**config.mk**
```make
export PLATFORM = sky130hd
export DESIGN_NAME = cesf_top
export DESIGN_NICKNAME = d
export VERILOG_FILES = /design/src/core/cesf_pkg.sv /design/src/core/cesf_top.sv
export SDC_FILE = /design/constraint.sdc
export NUM_CORES = 1
export LEC_CHECK = 0
export ABC_CLOCK_PERIOD_IN_PS = 1740
export BUFFER_PORTS_ARGS = -buffer_cell sky130_fd_sc_hd__buf_2
export CAP_MARGIN = 20
export CORE_MARGIN = 10
export CORE_UTILIZATION = 50
export DETAILED_ROUTE_END_ITERATION = 10
export GPL_TIMING_DRIVEN = 0
export MAX_ROUTING_LAYER = met4
export PLACE_DENSITY = 0.72
export SKIP_LAST_GASP = 1
export SYNTH_ARGS = -nofsm -noshare
export SYNTH_HDL_FRONTEND = slang
export SYNTH_SLANG_ARGS = --single-unit
```
**constraint.sdc**
```tcl
create_clock -name ref_clk_i -period 1.74 [get_ports ref_clk_i]
set_input_delay 0 -clock ref_clk_i [delete_from_list [all_inputs] [get_ports ref_clk_i]]
set_output_delay 0 -clock ref_clk_i [all_outputs]
set_load 0.02 [all_outputs]
```
**src/core/cesf_pkg.sv**
```systemverilog
// Contract
// - passive flag set when transmit count reaches 128
// - passive flag zero means error active
// - warning flag when either count reaches 96
// - warning clear only when both below 96
// - bits 15 to 6 reserved, writes ignored
// - suspend ack one cycle to one frame
// - suspended block freezes, no frames
// - frame in progress completes before suspend
// - soft run bit one means run mode
// - config access change shows after one cycle
// - flag one allows configuration writes
// - flag zero blocks configuration writes
// - flag resets to one
// - flag sets again only after receive pin high
package cesf_pkg;

  // register indices, byte address is four times the index
  localparam logic [3:0] CESF_IDX_STATUS  = 4'h0;
  localparam logic [3:0] CESF_IDX_CONTROL = 4'h1;
  localparam logic [3:0] CESF_IDX_BITTIME = 4'h2;
  localparam logic [3:0] CESF_IDX_IRQ_ST  = 4'h3;
  localparam logic [3:0] CESF_IDX_IRQ_CLR = 4'h4;
  localparam logic [3:0] CESF_IDX_IRQ_EN  = 4'h5;

  // status field positions
  localparam int CESF_BIT_PASSIVE = 17;
  localparam int CESF_BIT_WARN    = 16;
  localparam int CESF_BIT_SUSP    = 5;
  localparam int CESF_BIT_CCE     = 4;
  localparam int CESF_RSV_HI      = 15;  // reserved span, top bit
  localparam int CESF_RSV_LO      = 6;   // reserved span, bottom bit

  // control field positions
  localparam int CESF_BIT_SOFT    = 16;
  localparam int CESF_BIT_CCR     = 12;

  // interrupt status bits
  localparam int CESF_IRQ_PASSIVE = 0;
  localparam int CESF_IRQ_WARN    = 1;
  localparam int CESF_IRQ_SUSP    = 2;
  localparam int CESF_IRQ_CCE     = 3;
  localparam int CESF_IRQ_W       = 4;

  // error thresholds
  localparam logic [8:0] CESF_PASSIVE_LIMIT = 9'h080;
  localparam logic [8:0] CESF_WARN_LIMIT    = 9'h060;

  // reset values
  localparam logic [31:0] CESF_CTRL_RESET  = 32'h0000_1000;
  localparam logic [31:0] CESF_BTIME_RESET = 32'h0000_0000;
  localparam logic [31:0] CESF_ZERO        = 32'h0000_0000;

  // suspend sequencer states
  typedef enum logic [1:0] {
    CESF_RUN,
    CESF_WAIT_FRAME,
    CESF_SUSPENDED
  } cesf_susp_e;

  // register port request
  typedef struct packed {
    logic [3:0]  addr;
    logic [31:0] wdata;
    logic        wr;
    logic        rd;
  } cesf_req_s;

  // all block state
  typedef struct packed {
    logic [31:0]           control;
    logic [31:0]           bittime;
    logic [CESF_IRQ_W-1:0] irq_st;
    logic [CESF_IRQ_W-1:0] irq_en;
    logic                  passive;
    logic                  warn;
    logic                  cce;
    cesf_susp_e            susp;
    logic                  rx_m;
    logic                  rx_s;
    logic                  halt_m;
    logic                  halt_s;
    logic                  frozen;
    logic [31:0]           rdata;
    logic                  irq;
  } cesf_state_s;

endpackage

```
**src/core/cesf_top.sv**
```systemverilog
`timescale 1ns/1ns
module cesf_top
  import cesf_pkg::*;
(
  // clock and reset
  input  wire logic        ref_clk_i,
  input  wire logic        srst_i,
  // register port
  input  wire logic [3:0]  reg_addr_i,
  input  wire logic [31:0] reg_wdata_i,
  input  wire logic        reg_wr_i,
  input  wire logic        reg_rd_i,
  output logic      [31:0] reg_rdata_o,
  // error counters from protocol engine
  input  wire logic [8:0]  transmit_error_count_i,
  input  wire logic [7:0]  receive_error_count_i,
  // bus activity and pins
  input  wire logic        frame_active_i,
  input  wire logic        bus_receive_pin_i,
  input  wire logic        debug_halt_i,
  // status outputs
  output logic             freeze_o,
  output logic             config_change_allowed_o,
  output logic             irq_o
);

  cesf_req_s   req;        // bundled register request
  cesf_state_s st;         // registered state
  cesf_state_s next_st;    // next state

  assign req.addr  = reg_addr_i;
  assign req.wdata = reg_wdata_i;
  assign req.wr    = reg_wr_i;
  assign req.rd    = reg_rd_i;

  // threshold compare used for both counters
  function automatic logic cesf_reached(input logic [8:0] cnt,
                                        input logic [8:0] lim);
    cesf_reached = (cnt >= lim);
  endfunction

  // status word assembled from flags
  function automatic logic [31:0] cesf_status(input cesf_state_s s);
    logic [31:0] w;
    w = CESF_ZERO;
    w[CESF_BIT_PASSIVE] = s.passive;
    w[CESF_BIT_WARN]    = s.warn;
    w[CESF_BIT_SUSP]    = (s.susp == CESF_SUSPENDED);
    w[CESF_BIT_CCE]     = s.cce;
    cesf_status = w;   // reserved bits read zero
  endfunction

  logic                  in_run_mode;  // soft run selected
  logic                  halt_req;     // effective suspend request
  logic [CESF_IRQ_W-1:0] events;       // one-cycle flag events
  logic                  cfg_wr;       // write to a config register

  // next-state logic
  always_comb begin
    // every field holds unless a branch below updates it
    next_st = st;
    // pin and halt synchronisers
    next_st.rx_m   = bus_receive_pin_i;
    next_st.rx_s   = st.rx_m;
    next_st.halt_m = debug_halt_i;
    next_st.halt_s = st.halt_m;

    // error state flags
    next_st.passive = cesf_reached(transmit_error_count_i,
                                   CESF_PASSIVE_LIMIT);
    next_st.warn = cesf_reached(transmit_error_count_i, CESF_WARN_LIMIT)
                 | cesf_reached({1'b0, receive_error_count_i},
                                CESF_WARN_LIMIT);

    // run mode masks the halt
    in_run_mode = st.control[CESF_BIT_SOFT];
    halt_req    = st.halt_s & ~in_run_mode;

    // suspend sequencer
    case (st.susp)
      // idle: a halt that survives the run-mode mask starts a wait
      CESF_RUN: begin
        if (halt_req) begin
          next_st.susp = CESF_WAIT_FRAME;
        end
      end
      // a frame on the wire finishes before the freeze
      CESF_WAIT_FRAME: begin
        if (!halt_req) begin
          next_st.susp = CESF_RUN;
        end else if (!frame_active_i) begin
          next_st.susp = CESF_SUSPENDED;
        end
      end
      // frozen until the halt is withdrawn
      CESF_SUSPENDED: begin
        if (!halt_req) begin
          next_st.susp = CESF_RUN;
        end
      end
      // unused encoding falls back to running
      default: begin
        next_st.susp = CESF_RUN;
      end
    endcase
    next_st.frozen = (next_st.susp == CESF_SUSPENDED);

    // config access follows the request bit
    // raising needs the synchronised pin at the recessive level
    // dropping follows the request bit with no pin condition
    if (st.control[CESF_BIT_CCR]) begin
      if (st.rx_s) begin
        next_st.cce = 1'b1;
      end
    end else begin
      next_st.cce = 1'b0;
    end

    // register writes
    // status index has no stored write side, writes fall away
    cfg_wr = req.wr & (req.addr == CESF_IDX_BITTIME);
    if (req.wr && req.addr == CESF_IDX_CONTROL) begin
      next_st.control = req.wdata;
    end
    if (cfg_wr && st.cce) begin
      next_st.bittime = req.wdata;
    end
    if (req.wr && req.addr == CESF_IDX_IRQ_EN) begin
      next_st.irq_en = req.wdata[CESF_IRQ_W-1:0];
    end

    // sticky events, set wins over clear
    events = '0;
    events[CESF_IRQ_PASSIVE] = next_st.passive & ~st.passive;
    events[CESF_IRQ_WARN]    = next_st.warn & ~st.warn;
    events[CESF_IRQ_SUSP]    = next_st.frozen & ~st.frozen;
    events[CESF_IRQ_CCE]     = next_st.cce ^ st.cce;
    if (req.wr && req.addr == CESF_IDX_IRQ_CLR) begin
      next_st.irq_st = st.irq_st & ~req.wdata[CESF_IRQ_W-1:0];
    end
    next_st.irq_st = next_st.irq_st | events;
    next_st.irq    = |(next_st.irq_st & next_st.irq_en);

    // read data, one cycle after the strobe
    // unmapped and write-only indices read as zero
    next_st.rdata = CESF_ZERO;
    if (req.rd) begin
      case (req.addr)
        CESF_IDX_STATUS:  next_st.rdata = cesf_status(st);
        CESF_IDX_CONTROL: next_st.rdata = st.control;
        CESF_IDX_BITTIME: next_st.rdata = st.bittime;
        CESF_IDX_IRQ_ST:  next_st.rdata[CESF_IRQ_W-1:0] = st.irq_st;
        CESF_IDX_IRQ_EN:  next_st.rdata[CESF_IRQ_W-1:0] = st.irq_en;
        default:          next_st.rdata = CESF_ZERO;
      endcase
    end
  end

  // state register
  always_ff @(posedge ref_clk_i) begin
    if (srst_i) begin
      // reset values let software write bit timing at once
      st         <= '0;
      st.control <= CESF_CTRL_RESET;
      st.bittime <= CESF_BTIME_RESET;
      st.susp    <= CESF_RUN;
      st.cce     <= 1'b1;
    end else begin
      st <= next_st;
    end
  end

  // outputs straight from flops
  assign reg_rdata_o             = st.rdata;
  assign freeze_o                = st.frozen;
  assign config_change_allowed_o = st.cce;
  assign irq_o                   = st.irq;

  // assertions
  chk_passive_flag: assert property (@(posedge ref_clk_i) disable iff (srst_i)
    st.passive == ($past(transmit_error_count_i) >= CESF_PASSIVE_LIMIT))
    else $error("passive flag wrong");
  chk_active_state: assert property (@(posedge ref_clk_i) disable iff (srst_i)
    !st.passive |-> $past(transmit_error_count_i) < CESF_PASSIVE_LIMIT)
    else $error("active state wrong");
  chk_warn_set: assert property (@(posedge ref_clk_i) disable iff (srst_i)
    ({1'b0, receive_error_count_i} >= CESF_WARN_LIMIT) |=> st.warn)
    else $error("warning not set");
  chk_warn_clear: assert property (@(posedge ref_clk_i) disable iff (srst_i)
    (transmit_error_count_i < CESF_WARN_LIMIT &&
     {1'b0, receive_error_count_i} < CESF_WARN_LIMIT) |=> !st.warn)
    else $error("warning not clear");
  chk_reserved_zero: assert property (@(posedge ref_clk_i) disable iff (srst_i)
    $past(req.rd && req.addr == CESF_IDX_STATUS) |->
      reg_rdata_o[CESF_RSV_HI:CESF_RSV_LO] == '0)
    else $error("reserved bits set");
  chk_susp_frame: assert property (@(posedge ref_clk_i) disable iff (srst_i)
    (frame_active_i && st.susp == CESF_WAIT_FRAME) |=> !st.frozen)
    else $error("suspended mid frame");
  chk_run_mode: assert property (@(posedge ref_clk_i) disable iff (srst_i)
    (st.control[CESF_BIT_SOFT] && !st.frozen) |=> !st.frozen)
    else $error("suspended in run mode");
  chk_cce_latency: assert property (@(posedge ref_clk_i) disable iff (srst_i)
    !st.control[CESF_BIT_CCR] |=> !st.cce)
    else $error("access not removed");
  chk_cfg_block: assert property (@(posedge ref_clk_i) disable iff (srst_i)
    (!st.cce && req.wr && req.addr == CESF_IDX_BITTIME) |=> $stable(st.bittime))
    else $error("config write leaked");
  chk_cce_rx: assert property (@(posedge ref_clk_i) disable iff (srst_i)
    $rose(st.cce) |-> $past(st.rx_s))
    else $error("access set without recessive");
  chk_susp_ack: assert property (@(posedge ref_clk_i) disable iff (srst_i)
    $rose(st.frozen) |-> $past(st.susp == CESF_WAIT_FRAME))
    else $error("ack without request");

  // passive flag follows the transmit count upward
  chk_passive_set: assert property (
    @(posedge ref_clk_i) disable iff (srst_i)
    transmit_error_count_i >= CESF_PASSIVE_LIMIT |=> st.passive)
    else $error("passive flag not set");

  // below the limit the block is error active
  chk_passive_clear: assert property (
    @(posedge ref_clk_i) disable iff (srst_i)
    transmit_error_count_i < CESF_PASSIVE_LIMIT |=> !st.passive)
    else $error("passive flag stuck");

  // transmit count alone raises the warning
  chk_warn_tx: assert property (
    @(posedge ref_clk_i) disable iff (srst_i)
    transmit_error_count_i >= CESF_WARN_LIMIT |=> st.warn)
    else $error("warning missed on transmit count");

  // warning only with a count at the level
  chk_warn_cause: assert property (
    @(posedge ref_clk_i) disable iff (srst_i)
    st.warn |-> ($past(transmit_error_count_i) >= CESF_WARN_LIMIT ||
      {1'b0, $past(receive_error_count_i)} >= CESF_WARN_LIMIT))
    else $error("warning without cause");

  // passive level lies above the warning level
  chk_passive_warn: assert property (
    @(posedge ref_clk_i) disable iff (srst_i)
    st.passive |-> st.warn)
    else $error("passive without warning");

  // status read carries the passive flag
  chk_status_passive: assert property (
    @(posedge ref_clk_i) disable iff (srst_i)
    $past(req.rd && req.addr == CESF_IDX_STATUS) |->
      reg_rdata_o[CESF_BIT_PASSIVE] == $past(st.passive))
    else $error("status passive bit wrong");

  // status read carries the warning flag
  chk_status_warn: assert property (
    @(posedge ref_clk_i) disable iff (srst_i)
    $past(req.rd && req.addr == CESF_IDX_STATUS) |->
      reg_rdata_o[CESF_BIT_WARN] == $past(st.warn))
    else $error("status warning bit wrong");

  // status read carries the suspend acknowledge
  chk_status_susp: assert property (
    @(posedge ref_clk_i) disable iff (srst_i)
    $past(req.rd && req.addr == CESF_IDX_STATUS) |->
      reg_rdata_o[CESF_BIT_SUSP] == $past(st.susp == CESF_SUSPENDED))
    else $error("status suspend bit wrong");

  // status read carries the access flag
  chk_status_cce: assert property (
    @(posedge ref_clk_i) disable iff (srst_i)
    $past(req.rd && req.addr == CESF_IDX_STATUS) |->
      reg_rdata_o[CESF_BIT_CCE] == $past(st.cce))
    else $error("status access bit wrong");

  // read data stands one cycle only
  chk_rdata_idle: assert property (
    @(posedge ref_clk_i) disable iff (srst_i)
    !$past(req.rd) |-> reg_rdata_o == CESF_ZERO)
    else $error("read data outside its cycle");

  // at least one cycle from request to acknowledge
  chk_susp_min: assert property (
    @(posedge ref_clk_i) disable iff (srst_i)
    st.susp == CESF_RUN |=> !st.frozen)
    else $error("acknowledge too early");

  // freeze follows the suspended state exactly
  chk_freeze_state: assert property (
    @(posedge ref_clk_i) disable iff (srst_i)
    st.frozen == (st.susp == CESF_SUSPENDED))
    else $error("freeze out of step");

  // run mode never starts a wait
  chk_soft_stay: assert property (
    @(posedge ref_clk_i) disable iff (srst_i)
    (st.control[CESF_BIT_SOFT] && st.susp == CESF_RUN) |=>
      st.susp == CESF_RUN)
    else $error("wait entered in run mode");

  // no halt, no suspend
  chk_halt_gone: assert property (
    @(posedge ref_clk_i) disable iff (srst_i)
    !st.halt_s |=> st.susp == CESF_RUN)
    else $error("suspend without halt");

  // frame end with a live request freezes
  chk_frame_end: assert property (
    @(posedge ref_clk_i) disable iff (srst_i)
    (st.susp == CESF_WAIT_FRAME && halt_req && !frame_active_i) |=>
      st.frozen)
    else $error("no freeze at frame end");

  // dominant pin keeps the access flag as it is
  chk_cce_hold: assert property (
    @(posedge ref_clk_i) disable iff (srst_i)
    (st.control[CESF_BIT_CCR] && !st.rx_s) |=> $stable(st.cce))
    else $error("access changed on dominant pin");

  // request plus recessive pin grants access
  chk_cce_follow: assert property (
    @(posedge ref_clk_i) disable iff (srst_i)
    (st.control[CESF_BIT_CCR] && st.rx_s) |=> st.cce)
    else $error("access not granted");

  // open access takes the bit timing write
  chk_cfg_open: assert property (
    @(posedge ref_clk_i) disable iff (srst_i)
    (st.cce && req.wr && req.addr == CESF_IDX_BITTIME) |=>
      st.bittime == $past(req.wdata))
    else $error("config write lost");

  // access only drops on a cleared request
  chk_cce_fall: assert property (
    @(posedge ref_clk_i) disable iff (srst_i)
    $fell(st.cce) |-> !$past(st.control[CESF_BIT_CCR]))
    else $error("access dropped without request");

  // entering suspend leaves a sticky event
  chk_ack_event: assert property (
    @(posedge ref_clk_i) disable iff (srst_i)
    $rose(st.frozen) |-> st.irq_st[CESF_IRQ_SUSP])
    else $error("suspend event missing");

  // interrupt line mirrors enabled sticky bits
  chk_irq_level: assert property (
    @(posedge ref_clk_i) disable iff (srst_i)
    st.irq == |(st.irq_st & st.irq_en))
    else $error("interrupt level wrong");

  // control reads back what was written
  chk_rdata_ctl: assert property (
    @(posedge ref_clk_i) disable iff (srst_i)
    $past(req.rd && req.addr == CESF_IDX_CONTROL) |->
      reg_rdata_o == $past(st.control))
    else $error("control read wrong");

endmodule

```
==> flow_metrics.tcl <==
set metrics [dict create \
    outcome "finished, final reports clean" \
    worst_clock_skew_ns 0.007116 \
    n_antenna_cell 0 \
    end_kind "register" \
    dr.first_iter.drc_count 260 \
    coreArea_um2 8763 \
    hold_viol 0 \
    yosysUniqueCellTypes 34 \
    syn-num-nets 591 \
    p_seq_share_pct 39.4 \
    die_w_um 115.0 \
    layout.nets 739 \
    relSlewSlack_pct 51.47 \
    vias_per_cell 5.265 \
    postSynthCellCount 531 \
    worstPathMaxFanout 3 \
    wl_per_cell_um 15.52 \
    hp-class "primary input to register" \
    cp_slowest_stage_delay_ns 0.65 \
    syn_area_per_cell_um2 8.494 \
    drc 0 \
    switching_share_pct 21.79 \
    cp_common_cell "dlygate4sd3_1" \
    internal_power_mw 5.332 \
    initial_core_util_pct 51.47 \
    final.setup.tns_ns 0 \
    yosys_warnings 0 \
    num_rows 34 \
    synth_area_leaders "dfxtp_1, nand2_1, a21oi_1" \
    crit_arrival_ns 2.10 \
    cap_violations 0 \
    yosys.area.top_type "dfxtp_1" \
    final_common_cell "nand2_1" \
    firstDrtPassIters 5 \
    post-route-period-util_pct 98.23 \
    synth-seq-cells 115 \
    syn2layout_area_growth_pct 36.81 \
    min_period_ns 1.709 \
    crit_type "primary input to register" \
    worstPathRequired_ns 2.13 \
    leakagePower_nw 2.507 \
    final_cell_mix "nand2_1, dfxtp_1, buf_2, a21oi_1, nor2_1" \
    h-tree-depth 4 \
    power_switching_mw 1.485 \
    path_clk_slew_ns 0.06 \
    tightest_slew_ns 0.7182 \
    crit_chain "dlygate4sd3_1 > buf_2 > nor2_1 > dlygate4sd3_1 > a31oi_1 > dlygate4sd3_1" \
    hold_ws_ns 0.07413 \
    wirelength_um 12410 \
    clk_latency_ns 0.50 \
    grt_overflow 0 \
    grt_use_total_pct 19.64 \
    reg2reg_slack_ns 0.30 \
    grt_antenna_before_repair 0 \
    max_freq_mhz 585.1 \
    postRouteAntennaNets 0 \
    rsz0062_at_grt "false" \
    slowest_stage "dlygate4sd3_1" \
    io_buffer_count 81 \
    io_pins 95 \
    cp-start-kind "primary input" \
    yosys.area.top_type_share_pct 51.04 \
    setup-violations-final 0 \
    drive_above_1_share_pct 24.42 \
    ir_drop_mv 0.7658 \
    grt_pass1_vias 4232 \
    vias 4212 \
    cts.sinks 115 \
    ys_seq_area_share_pct 51.04 \
    grt_pass1_wl_um 20510 \
    combPwrFrac_pct 5.5 \
    dpl.hpwl_um 8226 \
    cts_buffers 17 \
    power_frac_clock_pct 55.1 \
    cts_root_buf "clkbuf_8" \
    fp.dieArea_um2 13220 \
    clockBufferDepth 2 \
    chipHeight_um 115.0 \
    p_per_area_nw_per_um2 1105 \
    cts_resized 0 \
    syn_area_um2 4511 \
    globalplace.congestion 0.9123 \
    cts_tree "yes" \
    grt_start_max_net_pins 17 \
    drv_slew 0 \
]
[power by group through the flow]
| stage | Clock (mW) | Combinational, mW | Sequential, mW |
|---|---|---|---|
| floorplan | 0 | 0.158 | 2.74 |
| global placement | 0 | 0.279 | 2.74 |
| detailed placement | 0 | 0.284 | 2.74 |
| CTS | 3.77 | 0.369 | 2.69 |
| global route | 3.92 | 0.411 | 2.69 |
| finish | 3.75 | 0.376 | 2.69 |
[timing repair]
action                                  CTS  global route
buffers inserted                          0             1
endpoints found under the hold margin    87             0
hold buffers                             47             0
endpoints found under the setup margin    0            22
[flip-flops by register name (all words and copies together) (netlist names)]
name,flops
st,77
reg_rdata_o,32
next_st,2
config_change_allowed_o,1
freeze_o,1
in_run_mode,1
irq_o,1
[final timing paths]
path	start	end	depth (start not counted)
setup / recovery	transmit_error_count_i[7]	st[41]	6
hold reg to reg	next_st[34]	st[34]	1
setup reg to reg	config_change_allowed_o	st[58]	4
hold / removal	transmit_error_count_i[8]	st[48]	5
[worst max-delay path: cells and delay by family]
kind                   cells  cell delay [ns]
AND/OR/NAND/NOR            1             0.13
buffers and inverters      4             1.89
AO/OA/AOI/OAI              1             0.09
[cell families after synthesis]
logic type | Yosys count | share of synthesized area, %
AOI/OAI and AO/OA | 122 | 16.56
muxes | 9 | 1.997
buffers and inverters | 72 | 9.875
and+or+nand+nor | 213 | 20.53
DFF | 115 | 51.04
[synthesized netlist by cell type (all sizes together)]
cell type	count
a41oi	1
a2bb2oi	1
nor2b	8
nand2b	1
o22a	4
nand3	1
and2	1
nor3	1
dfxtp	115
a21boi	4
nand3b	1
buf	48
nand4b	1
nand2	133
and4b	1
a21oi	67
nor4bb	1
or3b	1
a22oi	27
clkbuf	19
nor4b	2
o21ai	2
mux2i	9
and3b	1
o22ai	4
a31oi	7
nor2	51
inv	5
nor3b	4
o21a	1
o21ba	4
and3	5
[per-layer routing]
layer	global-route usage, %	vias to the layer above	routed length [um]
met3	5.521	12	849
met1	22.96	1997	5312
met4	5.528	0	125
met5	-	-	0
met2	32.24	158	6126
li1	-	2045	-
[metrics by stage]
step                power (mW)  cell area (um^2)  worst slack [ns]  cells  utilization (%)
floorplan                2.898              4511            0.5209    531                -
finish                   6.817              6171           0.03081    800            70.42
global placement         3.021              5051           0.08697    720            57.64
detailed placement       3.027              5051           0.04213    720            57.64
CTS                      6.826              6163           0.04665    799            70.33
global route             7.024              6171           0.01987    800            70.42
[area by class of cell]
type                    count  area [um^2]
plain buffers              67        426.7
clock buffers              17        414.1
clock inverters            15        227.7
fillers                   671         2592
inverters                   5        18.77
multi-input cells         344         1763
flip-flops and latches    115         2302
well taps                 108        135.1
repair buffers            129        883.3
(Power assumes the default switching activity.)
